**config.mk**
```make
export PLATFORM = sky130hd
export DESIGN_NAME = b4sram_ctrl_flat
export DESIGN_NICKNAME = d
export VERILOG_FILES = /design/src/verilog/b4sram_pkg.sv /design/src/verilog/b4sram_link_if.sv /design/src/verilog/b4sram_ctrl.sv /design/src/flat_wrapper.sv
export SDC_FILE = /design/constraint.sdc
export NUM_CORES = 1
export LEC_CHECK = 0
export ABC_CLOCK_PERIOD_IN_PS = 3200
export BUFFER_PORTS_ARGS = -buffer_cell sky130_fd_sc_hd__buf_2
export CORE_AREA = 2 2 196 198
export DETAILED_ROUTE_END_ITERATION = 10
export DIE_AREA = 0 0 198 200
export PLACE_DENSITY = 0.83
export SYNTH_ARGS = -nofsm -noshare
export SYNTH_HDL_FRONTEND = slang
export SYNTH_SLANG_ARGS = --single-unit
```
**constraint.sdc**
```tcl
create_clock -name clock -period 3.2 [get_ports clock]
set_input_delay 0.64 -clock clock [delete_from_list [all_inputs] [get_ports clock]]
set_output_delay 0.64 -clock clock [all_outputs]
set_load 0.02 [all_outputs]
```
**src/verilog/b4sram_pkg.sv**
```systemverilog
// Purpose: shared constants for the four-word burst SRAM link
// Assumes: one link clock rise per data beat, kPhase marks true rises
// Notes:   beat counts are link clock rises after the start rise
package b4sram_pkg;
   localparam int LANE_W        = 9;
   localparam int MAX_LANES     = 4;
   localparam int BURST_LEN     = 4;
   localparam int WR_FIRST_BEAT = 2;   // rise t+2 true
   localparam int RD_FIRST_BEAT = 3;   // rise t+3 complement
   localparam int HIST_W        = 7;
   localparam int PREV_START    = 1;   // history bit of previous true rise
   localparam int DEF_DATA_W    = 18;
   localparam int DEF_ADDR_W    = 4;
   localparam int FIFO_DEPTH    = 4;
endpackage

```
**src/verilog/b4sram_link_if.sv**
```systemverilog
// Purpose: pins between the memory controller and the SRAM device
// Assumes: controller makes linkClk and every other input pin
// Notes:   q is valid only while qOe is high
interface b4sram_link_if #(
   parameter int DATA_W = b4sram_pkg::DEF_DATA_W,
   parameter int ADDR_W = b4sram_pkg::DEF_ADDR_W
);
   localparam int LANES = DATA_W / b4sram_pkg::LANE_W;
   logic              linkClk;
   logic              kPhase;
   logic              readPortSelectN;
   logic              writePortSelectN;
   logic              cTieHigh;
   logic [ADDR_W-1:0] addr;
   logic [DATA_W-1:0] d;
   logic [LANES-1:0]  byteLaneWriteSelectN;
   logic [DATA_W-1:0] q;
   logic              qOe;
   modport dev (input linkClk, kPhase, readPortSelectN, writePortSelectN,
                cTieHigh, addr, d, byteLaneWriteSelectN,
                output q, qOe);
   modport ctl (output linkClk, kPhase, readPortSelectN, writePortSelectN,
                cTieHigh, addr, d, byteLaneWriteSelectN,
                input q, qOe);
endinterface // b4sram_link_if

```
**src/verilog/b4sram_ctrl.sv**
```systemverilog
// Purpose: memory controller end, command FIFO and link sequencer
// Assumes: clock runs at 200 MHz; link clock is clock divided by two
// Notes:   one command is a whole burst of four words with lane masks
module b4sram_fifo #(
   parameter int WIDTH = 8,
   parameter int DEPTH = b4sram_pkg::FIFO_DEPTH
) (
   input  wire logic             clock,     // system clock
   input  wire logic             rst_b,     // sync reset, active low
   input  wire logic             inValid,   // writer offers a word
   output logic                  inReady,   // room for a word
   input  wire logic [WIDTH-1:0] inData,    // word written
   output logic                  outValid,  // a word is waiting
   input  wire logic             outReady,  // reader takes the word
   output logic      [WIDTH-1:0] outData    // oldest word
);
   localparam int PW = (DEPTH > 1) ? $clog2(DEPTH) : 1;

   if (DEPTH < 2 || (DEPTH & (DEPTH - 1)) != 0) begin : gBadDepth
      $error("DEPTH must be a power of two, at least 2");
   end

   typedef struct packed {
      logic [DEPTH-1:0][WIDTH-1:0] mem;
      logic [PW-1:0]               wp;
      logic [PW-1:0]               rp;
      logic [PW:0]                 count;
      logic                        ready;
   } b4sram_fifo_state_type;

   b4sram_fifo_state_type s_q;
   b4sram_fifo_state_type s_d;

   always_comb
   begin
      logic push;
      logic pop;
      push = inValid && s_q.ready;
      pop  = outValid && outReady;
      s_d = s_q;
      if (push)
      begin
         s_d.mem[s_q.wp] = inData;
         s_d.wp = s_q.wp + 1'b1;
      end
      if (pop)
      begin
         s_d.rp = s_q.rp + 1'b1;
      end
      s_d.count = s_q.count + (PW+1)'(push) - (PW+1)'(pop);
      // registered so the full flag reaches the port from a flop
      s_d.ready = (s_d.count != (PW+1)'(DEPTH));
      if (!rst_b)
      begin
         s_d = '0;
         s_d.ready = 1'b1;
      end
   end

   always_ff @(posedge clock)
   begin
      s_q <= s_d;
   end

   assign inReady  = s_q.ready;
   assign outValid = (s_q.count != '0);
   assign outData  = s_q.mem[s_q.rp];
endmodule // b4sram_fifo

module b4sram_ctrl #(
   parameter int DATA_W = b4sram_pkg::DEF_DATA_W,
   parameter int ADDR_W = b4sram_pkg::DEF_ADDR_W,
   localparam int LANES = DATA_W / b4sram_pkg::LANE_W,
   localparam int BW    = b4sram_pkg::BURST_LEN * DATA_W,
   localparam int MW    = b4sram_pkg::BURST_LEN * LANES
) (
   input  wire logic              clock,       // 200 MHz system clock
   input  wire logic              rst_b,       // sync reset, active low
   input  wire logic              clockRun,    // low parks link clock
   input  wire logic              singleClock, // strap level at reset
   input  wire logic              cmdValid,    // burst command offered
   output logic                   cmdReady,    // command FIFO has room
   input  wire logic              cmdWrite,    // 1 write, 0 read
   input  wire logic [ADDR_W-1:0] cmdAddr,     // burst start address
   input  wire logic [BW-1:0]     cmdData,     // word i at [i*DATA_W]
   input  wire logic [MW-1:0]     cmdLaneN,    // lane selects, low writes
   output logic      [DATA_W-1:0] rdData,      // read word
   output logic                   rdValid,     // one pulse per read word
   b4sram_link_if.ctl             link         // link pins
);
   localparam int HW    = b4sram_pkg::HIST_W;
   localparam int CMD_W = 1 + ADDR_W + MW + BW;

   if (DATA_W % b4sram_pkg::LANE_W != 0 || LANES < 1 ||
       LANES > b4sram_pkg::MAX_LANES) begin : gBadWidth
      $error("DATA_W must be 9, 18, 27 or 36");
   end

   typedef struct packed {
      logic                clk;
      logic                phase;
      logic                rdSelN;
      logic                wrSelN;
      logic [ADDR_W-1:0]   addr;
      logic [DATA_W-1:0]   d;
      logic [LANES-1:0]    laneN;
      logic [HW-1:0]       rdHist;
      logic [HW-1:0]       wrHist;
      logic [BW-1:0]       pendData;
      logic [MW-1:0]       pendLane;
      logic [BW-1:0]       actData;
      logic [MW-1:0]       actLane;
      logic [DATA_W-1:0]   rdWord;
      logic                rdValid;
      logic                single;
   } b4sram_ctrl_state_type;

   b4sram_ctrl_state_type s_q;
   b4sram_ctrl_state_type s_d;

   logic             fifoValid;
   logic             fifoPop;
   logic [CMD_W-1:0] fifoData;

   b4sram_fifo #(
      .WIDTH (CMD_W),
      .DEPTH (b4sram_pkg::FIFO_DEPTH)
   ) uFifo (
      .clock    (clock),
      .rst_b    (rst_b),
      .inValid  (cmdValid),
      .inReady  (cmdReady),
      .inData   ({cmdWrite, cmdAddr, cmdLaneN, cmdData}),
      .outValid (fifoValid),
      .outReady (fifoPop),
      .outData  (fifoData)
   );

   always_comb
   begin
      logic          run;
      logic          tick;
      logic          isWr;
      logic [BW-1:0] data;
      logic [MW-1:0] lane;
      isWr = fifoData[CMD_W-1];
      data = '0;
      lane = '0;
      s_d = s_q;
      fifoPop = 1'b0;
      s_d.rdValid = 1'b0;
      // stop only between bursts, parked high
      run  = clockRun || (s_q.rdHist != '0) || (s_q.wrHist != '0);
      tick = s_q.clk && run;
      if (run || !s_q.clk)
      begin
         s_d.clk = !s_q.clk;
      end
      // pins change half a link period before the rise that samples
      if (tick)
      begin
         s_d.phase  = !s_q.phase;
         s_d.rdHist = {s_q.rdHist[HW-2:0], 1'b0};
         s_d.wrHist = {s_q.wrHist[HW-2:0], 1'b0};
         s_d.rdSelN = 1'b1;
         s_d.wrSelN = 1'b1;
         s_d.laneN  = '1;
         // one start per true rise, never same kind on two true rises in a row
         if (s_d.phase && fifoValid)
         begin
            if (isWr && !s_q.wrHist[b4sram_pkg::PREV_START])
            begin
               fifoPop = 1'b1;
               s_d.wrSelN   = 1'b0;
               s_d.addr     = fifoData[CMD_W-2 -: ADDR_W];
               s_d.pendLane = fifoData[BW +: MW];
               s_d.pendData = fifoData[BW-1:0];
               s_d.wrHist[0] = 1'b1;
            end
            else if (!isWr && !s_q.rdHist[b4sram_pkg::PREV_START])
            begin
               fifoPop = 1'b1;
               s_d.rdSelN   = 1'b0;
               s_d.addr     = fifoData[CMD_W-2 -: ADDR_W];
               s_d.rdHist[0] = 1'b1;
            end
         end
         for (int i = 0; i < b4sram_pkg::BURST_LEN; i++)
         begin
            if (s_q.wrHist[b4sram_pkg::WR_FIRST_BEAT - 1 + i])
            begin
               // pend is reused by a write starting four beats later
               data = (i == 0) ? s_q.pendData : s_q.actData;
               lane = (i == 0) ? s_q.pendLane : s_q.actLane;
               if (i == 0)
               begin
                  s_d.actData = s_q.pendData;
                  s_d.actLane = s_q.pendLane;
               end
               s_d.d     = data[i*DATA_W +: DATA_W];
               // lanes may differ beat by beat
               s_d.laneN = lane[i*LANES +: LANES];
            end
            // sample the word launched at the rise just passed
            if (s_q.rdHist[b4sram_pkg::RD_FIRST_BEAT + i])
            begin
               s_d.rdWord  = link.q;
               s_d.rdValid = 1'b1;
            end
         end
      end
      if (!rst_b)
      begin
         s_d = '0;
         s_d.rdSelN = 1'b1;
         s_d.wrSelN = 1'b1;
         s_d.laneN  = '1;
         // link clock keeps running so the device sees its reset
         s_d.clk    = 1'b1;
         if (s_q.clk)
         begin
            s_d.clk = 1'b0;
         end
         s_d.single = singleClock;
      end
   end

   always_ff @(posedge clock)
   begin
      s_q <= s_d;
   end

   assign link.linkClk              = s_q.clk;
   assign link.kPhase               = s_q.phase;
   assign link.readPortSelectN      = s_q.rdSelN;
   assign link.writePortSelectN     = s_q.wrSelN;
   assign link.cTieHigh             = s_q.single;
   assign link.addr                 = s_q.addr;
   assign link.d                    = s_q.d;
   assign link.byteLaneWriteSelectN = s_q.laneN;
   assign rdData                    = s_q.rdWord;
   assign rdValid                   = s_q.rdValid;
endmodule // b4sram_ctrl

```
**src/flat_wrapper.sv**
```systemverilog
// flat-port wrapper written by rule: the top's interface ports become plain ports
module b4sram_ctrl_flat 
#(
   parameter int DATA_W = b4sram_pkg::DEF_DATA_W,
   parameter int ADDR_W = b4sram_pkg::DEF_ADDR_W,
   localparam int LANES = DATA_W / b4sram_pkg::LANE_W,
   localparam int BW    = b4sram_pkg::BURST_LEN * DATA_W,
   localparam int MW    = b4sram_pkg::BURST_LEN * LANES
)
  (clock, rst_b, clockRun, singleClock, cmdValid, cmdReady, cmdWrite, cmdAddr, cmdData, cmdLaneN, rdData, rdValid, link_linkClk, link_kPhase, link_readPortSelectN, link_writePortSelectN, link_cTieHigh, link_addr, link_d, link_byteLaneWriteSelectN, link_q, link_qOe);
  b4sram_link_if #(.DATA_W(DATA_W), .ADDR_W(ADDR_W)) link_i ();
  input  wire logic clock;
  input  wire logic rst_b;
  input  wire logic clockRun;
  input  wire logic singleClock;
  input  wire logic cmdValid;
  output logic cmdReady;
  input  wire logic cmdWrite;
  input  wire logic [ADDR_W-1:0] cmdAddr;
  input  wire logic [BW-1:0] cmdData;
  input  wire logic [MW-1:0] cmdLaneN;
  output logic      [DATA_W-1:0] rdData;
  output logic rdValid;
  output wire logic [$bits(link_i.linkClk)-1:0] link_linkClk;
  output wire logic [$bits(link_i.kPhase)-1:0] link_kPhase;
  output wire logic [$bits(link_i.readPortSelectN)-1:0] link_readPortSelectN;
  output wire logic [$bits(link_i.writePortSelectN)-1:0] link_writePortSelectN;
  output wire logic [$bits(link_i.cTieHigh)-1:0] link_cTieHigh;
  output wire logic [$bits(link_i.addr)-1:0] link_addr;
  output wire logic [$bits(link_i.d)-1:0] link_d;
  output wire logic [$bits(link_i.byteLaneWriteSelectN)-1:0] link_byteLaneWriteSelectN;
  input wire logic [$bits(link_i.q)-1:0] link_q;
  input wire logic [$bits(link_i.qOe)-1:0] link_qOe;
  assign link_linkClk = link_i.linkClk;
  assign link_kPhase = link_i.kPhase;
  assign link_readPortSelectN = link_i.readPortSelectN;
  assign link_writePortSelectN = link_i.writePortSelectN;
  assign link_cTieHigh = link_i.cTieHigh;
  assign link_addr = link_i.addr;
  assign link_d = link_i.d;
  assign link_byteLaneWriteSelectN = link_i.byteLaneWriteSelectN;
  assign link_i.q = link_q;
  assign link_i.qOe = link_qOe;
  b4sram_ctrl #(.DATA_W(DATA_W), .ADDR_W(ADDR_W)) u_core (.clock(clock), .rst_b(rst_b), .clockRun(clockRun), .singleClock(singleClock), .cmdValid(cmdValid), .cmdReady(cmdReady), .cmdWrite(cmdWrite), .cmdAddr(cmdAddr), .cmdData(cmdData), .cmdLaneN(cmdLaneN), .rdData(rdData), .rdValid(rdValid), .link(link_i));
endmodule
```
== After elaboration in Yosys (flattened, before gate mapping) ==
Cells that the tools add are included.

* Output and inout bits: 49
* Input port bits: 109
* Word-level logic and storage cells: 92
* Bits in registers: 570

* Equality and inequality tests: 2
* Reductions and logical operators: 27
* Magnitude comparators: 3
* $add $sub $neg: 4
* Multiplexer cells: 32

{| class="wikitable"
|+ Operator list
! cell !! count
|-
| $bwmux W340 || 1
|-
| $mux W222 || 1
|-
| $mux W220 || 1
|-
| $bmux W85 S2 || 1
|-
| $demux W85 S2 || 1
|-
| $mux W85 || 2
|-
| $mux W81 || 2
|-
| $mux W20 || 4
|-
| $mux W80 || 1
|-
| $mux W19 || 4
|-
| $reduce_bool A7 Y1 || 2
|-
| $mux W1 || 11
|-
| $mux W4 || 2
|-
| $reduce_and A2 Y1 || 4
|-
| $reduce_bool A4 Y1 || 2
|-
| $logic_and A1 B1 Y1 || 7
|-
| $lt A2 B3 Y1 const B || 2
|-
| $mux W6 || 1
|-
| $reduce_and A3 Y1 || 2
|-
| $logic_not A1 Y1 || 5
|-
| $add A2 B1 Y2 const B || 2
|-
| $add A3 B1 Y3 || 1
|-
| $logic_or A1 B1 Y1 || 3
|-
| $ne A3 B3 Y1 const B || 1
|-
| 5 further kinds || 5
|}

== Longest topological paths before layout ==
Gate-level depths: netlist (run 1).

* Depth in word-level cells: 11
* Depth in mapped cells: 11
* Depth with buffers taken out: 10

== Cells and area by module ==
A second synthesis (run 1) with hierarchy kept.

* Cell total of the unflattened synthesis: 2607
* Area, all modules: 23291.1 um2

{| class="wikitable"
|+ By module, submodules not included
! module !! seq. area each (um2) !! area each (um2) !! instances !! cells each
|-
| b4sram_fifo || 6966.7 || 15103.2 || 1 || 1630
|-
| b4sram_ctrl || 4063.9 || 8187.9 || 1 || 977
|}

== Least setup slack after synthesis (run 1) ==
OpenSTA, ideal clock, no wires.

* Kind: input-to-reg
* From: in clockRun
* To: reg u_core.uFifo.s_q (netlist bit u_core.uFifo.inReady)
* Data required time: 3086 ps
* Arrival time: 2843 ps
* Path buffers: 0
* Cell stages on the path: 10
* Library setup time: 114 ps
* Slack: 244 ps
* Cell sequence: or4_1 > nor4_4 > nor3_4 > ha_1 > inv_1 > ha_1 > fa_1 > xnor2_1 > and2_1 > nand2_1

* Word-level cells in the longest chain between the ends: 7

{| class="wikitable"
|+ RTL lines
! what !! RTL line !! source
|-
| start, declared || flat_wrapper.sv:14 || <nowiki>input wire logic clockRun;</nowiki>
|-
| $logic_or A1 B1 Y1 (2 in a row) || b4sram_ctrl.sv:153 || <nowiki>run = clockRun || (s_q.rdHist != '0) || (s_q.wrHist != '0);</nowiki>
|-
| $logic_and A1 B1 Y1 || b4sram_ctrl.sv:154 || <nowiki>tick = s_q.clk && run;</nowiki>
|-
| $mux W1 || b4sram_ctrl.sv:160 || <nowiki>if (tick)</nowiki>
|-
| $logic_and A1 B1 Y1 || b4sram_ctrl.sv:39 || <nowiki>pop = outValid && outReady;</nowiki>
|-
| $sub A3 B1 Y3 || b4sram_ctrl.sv:50 || <nowiki>s_d.count = s_q.count + (PW+1)'(push) - (PW+1)'(pop);</nowiki>
|-
| $ne A3 B3 Y1 || b4sram_ctrl.sv:52 || <nowiki>s_d.ready = (s_d.count != (PW+1)'(DEPTH));</nowiki>
|-
| end signal, assigned || b4sram_ctrl.sv:62 || <nowiki>s_q <= s_d;</nowiki>
|-
| end, declared || b4sram_ctrl.sv:31 || <nowiki>b4sram_fifo_state_type s_q;</nowiki>
|}

No other way between the ends.
A chain may end at the register's enable or synchronous reset.

== Worst setup path after layout (run 1) ==
* From: reg u_core.s_q[181] (netlist bit)
* To: reg u_core.uFifo.s_q (netlist bit u_core.uFifo.inReady)

* Word-level cells in the longest chain between the ends: 8
* Elaborated cells between the ends (all ways): 11
* Classes of those cells: 1 x add/sub; 1 x eq/ne; 3 x mux; 6 x reduce/logical

{| class="wikitable"
|+ RTL lines
! what !! RTL line !! source
|-
| start, declared || b4sram_ctrl.sv:118 || <nowiki>b4sram_ctrl_state_type s_q;</nowiki>
|-
| start signal, assigned || b4sram_ctrl.sv:230 || <nowiki>s_q <= s_d;</nowiki>
|-
| $logic_not A1 Y1 || b4sram_ctrl.sv:171 || <nowiki>if (isWr && !s_q.wrHist[b4sram_pkg::PREV_START])</nowiki>
|-
| $logic_and A1 B1 Y1 || b4sram_ctrl.sv:171 ||
|-
| $mux W1 || b4sram_ctrl.sv:171 ||
|-
| $mux W1 || b4sram_ctrl.sv:169 || <nowiki>if (s_d.phase && fifoValid)</nowiki>
|-
| $mux W1 * || b4sram_ctrl.sv:160 ||
|-
| $logic_and A1 B1 Y1 * || b4sram_ctrl.sv:39 ||
|-
| $sub A3 B1 Y3 * || b4sram_ctrl.sv:50 ||
|-
| $ne A3 B3 Y1 * || b4sram_ctrl.sv:52 ||
|}

Mark *: on every way between the ends. The rest lies on a longest branch, timed or not.

==> metrics.md, run 1 <==
| Metric | Value |
|---|---|
| Run status | finished, final reports clean |
| DRC viols | 0 |
| Skew-Pair Late Insertion Delay | around 0.58 ns |
| Syn_area_per_cell | between 8 and 9 sq um |
| Final Skew | around 0.016 ns |
| Antenna-violating nets left | 0 |
| Power Dens Cells | 657 nW/um^2 |
| Final WS setup | 0.304 ns |
| Clock Path Buffers | 3 |
| Library cells used by synthesis | 40 |
| I/O Buffers | 156 |
| Most frequent CP cell | ha_1 |
| Layout cells sized above 1 | between 10% and 20% |
| Cell Count, Final, Fillers Out | around 3.2k |
| Most frequent cells in the layout | 1038 x nand2_1, 546 x dfxtp_1, 445 x a21oi_1 |
| Post-DP HPWL | between 30000 and 40000 um |
| Die Ht | about 200 um |
| Async S/R FF share, synth | 0% |
| Root buf cell | clkbuf_16 |
| CTS tree | built |
| Final Critical Period | about 2.9 ns |
| Worst r2r src | u_core.s_q[181] |
| Synth warnings | 0 |
| CTS Hold Bufs | 0 |
| Critical-path top delay cell | or4_4 |
| 1st-pass router iterations | 6 |
| Fmax | about 350 MHz |
| Sequential fraction of the synthesis area | about half |
| Maximum fanout along the worst path | 7 |
| First-pass GRT wire length | 92800 um |
| Routed length on met1 | ~23000 um |
| Worst-path clk slew | ~0.07 ns |
| Final Hold Viols | 0 |
| Worst setup path startpoint | u_core.s_q[181] |
| Slew Limit Fails | 0 |
| Met3 routed WL | about 5600 um |
| Synthesized net count | 2717 |
| Vias | between 15k and 20k |
| Hold_sp | singleClock |
| Die area | around 40000 sq um |
| EDFF count, synth | 2 |
| Tightest Pin Transition | about 0.96 ns |
| CTS buffer count | 53 |
| GR Overflow Total | 0 |
| Max-cap check violation count | 0 |
| Critical path class | register to register |
| Setup TNS | 0 ns |
| IO Count | 158 |
| Vias/cell | 5.88 |
| CTS resizes | 0 |
| Placement Rows | 71 |
| Post-Syn Area | roughly 22000 sq um |
| Crit path capture type | register |
| Worst-path cell chain | or4_4 > nor4_4 > nor3_4 > ha_1 > inv_1 > ha_1 > fa_1 > xnor2_1 > and2_1 > nand2_1 |
| RSZ-0062 raised after global routing | no |
| Final hold slack | ~0.25 ns |
| CP delay by family, top | simple AND/OR/NAND/NOR gates |
| Met2 wire len | between 20000 and 30000 um |
| Cell count after placement | roughly 3k |
| Number of DRC markers in iteration 0 | 1729 |
| Total GRT Usage | about 30% |
| Final worst-path cycle share | between 90% and 100% |
| Syn-to-layout area delta | 11.4% |
| Nets | roughly 2.7k |
| Core area | 37400 sq um |
| Final wirelength | roughly 59000 um |
| Startpoint types | register |
| Post-Synthesis Cells | around 2.6k |
| Total Power | between 0.015 and 0.02 W |
| Worst path required time | between 3 and 4 ns |
| Post-synth top flop | dfxtp_1 |
| Hold Path Class | input pin to register |
| CP max stage delay | 0.61 ns |
| DR top layer | met5 |
| Pin count of the biggest net entering global routing | between 100 and 150 |
| Wire length per cell | around 19 um |
| Clk sinks | between 500 and 600 |
| Gp weighted congestion | 0.831 |
| Commonest non-fill, non-tap cell in the layout | nand2_1 |
| Postcts setup bufs | 0 |
| Vias in the first global route | roughly 18k |
| Pre-CTS setup slack | ~0.095 ns |
| Synth Register Bits | 550 |
| Chip Width | 198 um |
| WP data arrival | between 3 and 4 ns |
| Buffers & Inverters on Critical Path | 1 |
| Initial cell density of the core | about 59% |
| Static Leak | about 9 nW |
| Finish-stage setup viols | 0 |
| VDD IR-drop max | 0.474 mV |
| H-tree Lvls | 2 |
| Initial antenna violation count | 3 |
| Worst slew margin | around 36% |
final timing paths:
kind                                              to  slack [ns]  cells past startpoint
worst max-delay path            u_core.uFifo.inReady        0.30                     10
worst max register to register  u_core.uFifo.inReady        0.30                     10
worst min-delay path            u_core.link.cTieHigh        0.25                      1
worst min register to register  u_core.uFifo.s_q[69]        0.45                      2
per-layer routing:
layer	track usage (%)	up-vias
li1	-	8599
met1	36.0	8884
met2	51.2	904
met3	5.80	142
met4	13.2	4
met5	0	-
synthesized netlist by cell type (all sizes together) (3+ instances only):
library cell | number | area [sq um]
a21oi | 445 | 2230
a221oi | 22 | 193
and2 | 6 | 37.5
and3 | 4 | 25.0
buf | 105 | 709
clkbuf | 145 | 544
dfxtp | 548 | 11000
ha | 6 | 75.1
inv | 13 | 48.8
mux2i | 91 | 911
mux4 | 85 | 1910
nand2 | 1043 | 3920
nand2b | 5 | 31.3
nand3 | 7 | 35.0
nor2 | 11 | 41.3
o22ai | 18 | 113
or3 | 20 | 125
or4 | 5 | 41.3
xnor2 | 3 | 26.3
power breakdown:
part	leakage (nW)	switching (W)	total (W)	internal (W)
Sequential	4.45	0.000226	0.00752	0.00729
Combinational	3.80	0.00156	0.00251	0.000944
Clock	0.861	0.00259	0.00624	0.00365
Total	9.11	0.00438	0.0163	0.0119
flip-flops by register name, summed over array words and instances (netlist names):
name,count
u_core.link.d,18
u_core.link.kPhase,1
u_core.s_q,154
u_core.uFifo.inReady,1
u_core.link.byteLaneWriteSelectN,2
u_core.link.writePortSelectN,1
u_core.link.readPortSelectN,1
u_core.rdData,18
u_core.link.linkClk,1
u_core.link.addr,4
u_core.rdValid,1
u_core.uFifo.s_q,347
u_core.link.cTieHigh,1
stage by stage:
stage	utilization, %	instance area [sq um]
detailed placement	61.5	23000
global route	66.2	24800
finish	66.2	24800
floorplan	-	22200
global placement	61.5	23000
CTS	66.2	24800
cell families after synthesis:
| group | Yosys count | share of synthesized area [%] |
|---|---|---|
| AOI/OAI and AO/OA | 492 | 11.7 |
| xor gates and xnor gates | 4 | 0.158 |
| buffers and inverters | 264 | 5.88 |
| and+or+nand+nor | 1107 | 19.4 |
| adders and majority gates | 7 | 0.428 |
| DFF | 550 | 49.6 |
| muxes | 177 | 12.8 |
worst reg2reg max path, delay by kind of cell, from the launching register on:
| kind | cells | cell delay (ns) |
|---|---|---|
| simple gates | 5 | 1.34 |
| buf+inv | 1 | 0.04 |
| flops | 1 | 0.38 |
| xor+xnor | 1 | 0.16 |
| fa+ha+maj | 3 | 0.86 |
cell type report:
class                           count  area [sq um]
Multi-Input combinational cell   1787          9900
Tap cell                          511           639
Clock buffer                       86          1640
Antenna cell                        2          5.00
Fill cell                        2885         12600
Clock inverter                      9           103
Sequential cell                   550         11000
Timing Repair Buffer              194          1370
Inverter                           14          60.1
(Power assumes the default switching activity.)
==> run 2, diff against run 1 <==
- CORE_AREA: 2 2 196 198 -> 2 2 187 207
- DIE_AREA: 0 0 198 200 -> 0 0 189 209
==> run 2 against run 1 <==
Hold slack better by 0.0085 ns. Register-to-register slack better by 0.04 ns. Utilization down 0.60 points. Largest power group unchanged. Critical path depth unchanged. Critical path type unchanged. Total power up 0.32%.
==> metrics.md, run 2 (synthesized netlist as in run 1, its figures left out) <==
| Metric | Value |
|---|---|
| Crit path capture type | register |
| DR top layer | met5 |
| Vias in the first global route | ~18k |
| Fmax | 351 MHz |
| Final WS setup | 0.348 ns |
| Wire length per cell | ~19 um |
| Power Dens Cells | 661 nW/um^2 |
| Number of DRC markers in iteration 0 | between 2k and 2.5k |
| Placement Rows | 75 |
| Sequential share of power | 46.1% |
| Static Leak | 9.07 nW |
| Final Skew | approximately 0.017 ns |
| Most frequent cells in the layout | 1038 x nand2_1, 546 x dfxtp_1, 445 x a21oi_1 |
| Setup TNS | 0 ns |
| Fillers | 2804 |
| P_int | approximately 0.012 W |
| VDD IR-drop max | ~0.43 mV |
| Tightest Pin Transition | between 0.9 and 1 ns |
| Startpoint types | register |
| Multi-input gate area | around 10000 sq um |
| Max-cap check violation count | 0 |
| Gate power share | approximately 15% |
| RSZ-0062 raised after global routing | no |
| Initial antenna violation count | 7 |
| Chip Width | 189 um |
| Largest Register | u_core.uFifo.s_q |
| First-pass GRT wire length | roughly 91000 um |
| Pin count of the biggest net entering global routing | approximately 180 |
| Layout cells sized above 1 | approximately 14% |
| GR Overflow Total | 0 |
| I/O Buffers | approximately 160 |
| Final Util | about two thirds |
| Final Critical Period | between 2 and 3 ns |
| Sw frac | a little over a quarter |
| Initial cell density of the core | between 50% and 60% |
| IO Count | roughly 160 |
| Slew Limit Fails | 0 |
| Met2 wire len | ~29000 um |
| WP data arrival | 3.32 ns |
| CTS Hold Bufs | 0 |
| Finish-stage setup viols | 0 |
| Root buf cell | clkbuf_16 |
| 1st-pass router iterations | 6 |
| Post-DP HPWL | 34000 um |
| DRC viols | 0 |
| CTS resizes | 0 |
| Nets | 2712 |
| Final worst-path cycle share | 89.1% |
| Clk pwr share | 38.9% |
| Postcts setup bufs | 0 |
| Gp weighted congestion | approximately 0.84 |
| Commonest non-fill, non-tap cell in the layout | nand2_1 |
| Worst-path clk slew | about 0.060 ns |
| Vias/cell | roughly 5.9 |
| Maximum fanout along the worst path | 7 |
| Worst path required time | around 3.7 ns |
| Net Sw Power | between 0.004 and 0.005 W |
| Final wirelength | 58500 um |
| CTS tree | built |
| Skew-Pair Late Insertion Delay | just under 0.6 ns |
| CTS buffer count | 51 |
| Die area | between 30000 and 40000 sq um |
| Clk sinks | 550 |
| H-tree Lvls | 2 |
| Core area | between 30000 and 40000 sq um |
| Number of flip-flops in the largest register | about 350 |
| Final Hold Viols | 0 |
| Antenna-violating nets left | 0 |
| FF/Latch Area | approximately 11000 sq um |
| Vias | 18.5k |
| Run status | finished, final reports clean |
| Die Ht | between 200 and 250 um |
| Total GRT Usage | between 20 and 30% |
| Critical path class | register to register |
| Pre-CTS setup slack | 0.132 ns |
| Routed length on met1 | 22300 um |
| Clock Path Buffers | 3 |
| Met3 routed WL | about 5200 um |
| Top flop regs | u_core.uFifo.s_q: 347 flops, u_core.s_q: 154 flops |
| Hold Path Class | input pin to register |
| Worst slew margin | a little under two fifths |
| Syn-to-layout area delta | 11.1% |
==> run 2: changes by cell type in the layout (fill, tap and decap cells not counted) <==
cell / before / now
clkbuf_1: 16 / 9
clkbuf_8: 15 / 8
buf_12: 24 / 19
bufinv_16: 2 / 6
buf_4: 15 / 18
clkinv_2: 5 / 8
clkinv_4: 1 / 3
clkinvlp_4: 0 / 2
diode_2: 2 / 4
clkbuf_16: 55 / 54
inv_6: 1 / 0
==> run 2: final timing paths <==
check                                     start                   end  slack [ns]  cells after the start
worst max-delay path            u_core.s_q[181]  u_core.uFifo.inReady        0.35                     10
worst min-delay path                singleClock  u_core.link.cTieHigh        0.25                      1
worst max register to register  u_core.s_q[181]  u_core.uFifo.inReady        0.35                     10
worst min register to register  u_core.s_q[142]        u_core.s_q[62]        0.45                      2
==> run 2: per-layer routing <==
| layer | vias to the layer above | track usage (%) |
|---|---|---|
| li1 | 8606 | - |
| met1 | 8820 | 36.0 |
| met2 | 894 | 48.4 |
| met3 | 153 | 4.72 |
| met4 | 6 | 14.2 |
| met5 | - | 0 |
==> run 2: power groups by stage <==
| stage | sequential, W | clock [W] | combinational [W] |
|---|---|---|---|
| 6_report | 0.00752 | 0.00634 | 0.00246 |
| 5_1_grt | 0.00755 | 0.00666 | 0.00265 |
| 4_1_cts | 0.00751 | 0.00639 | 0.00243 |
| 3_5_place_dp | 0.00765 | 0 | 0.00241 |
| 3_3_place_gp | 0.00762 | 0 | 0.00235 |
| 2_1_floorplan | 0.00760 | 0 | 0.00167 |
==> run 2: metrics by stage <==
step                instances  hold slack, ns  total power (W)  area [sq um]
floorplan                2601           0.432          0.00927         22200
global placement         3043           0.438          0.00996         22900
detailed placement       3043           0.443           0.0101         22900
CTS                      3133           0.241           0.0163         24700
global route             3137           0.243           0.0169         24700
finish                   3137           0.254           0.0163         24700
==> run 2: layout make-up <==
type / count / area share (%)
inverters: 14 / 0.243
well taps: 500 / 2.53
repair buffers: 192 / 5.23
clock buffers: 71 / 6.06
diodes: 4 / 0.0405
flip-flops and latches: 550 / 44.7
clock inverters: 19 / 1.06
multi-input cells: 1787 / 40.1
==> run 2: worst max-delay path, stage by stage (launching register included) <==
cell and delay (ns):
dfxtp_1 0.38, or4_4 0.61, nor4_4 0.39, nor3_4 0.09, ha_1 0.29, inv_1 0.04, ha_1 0.19, fa_1 0.40
xnor2_1 0.15, and2_1 0.16, nand2_1 0.06
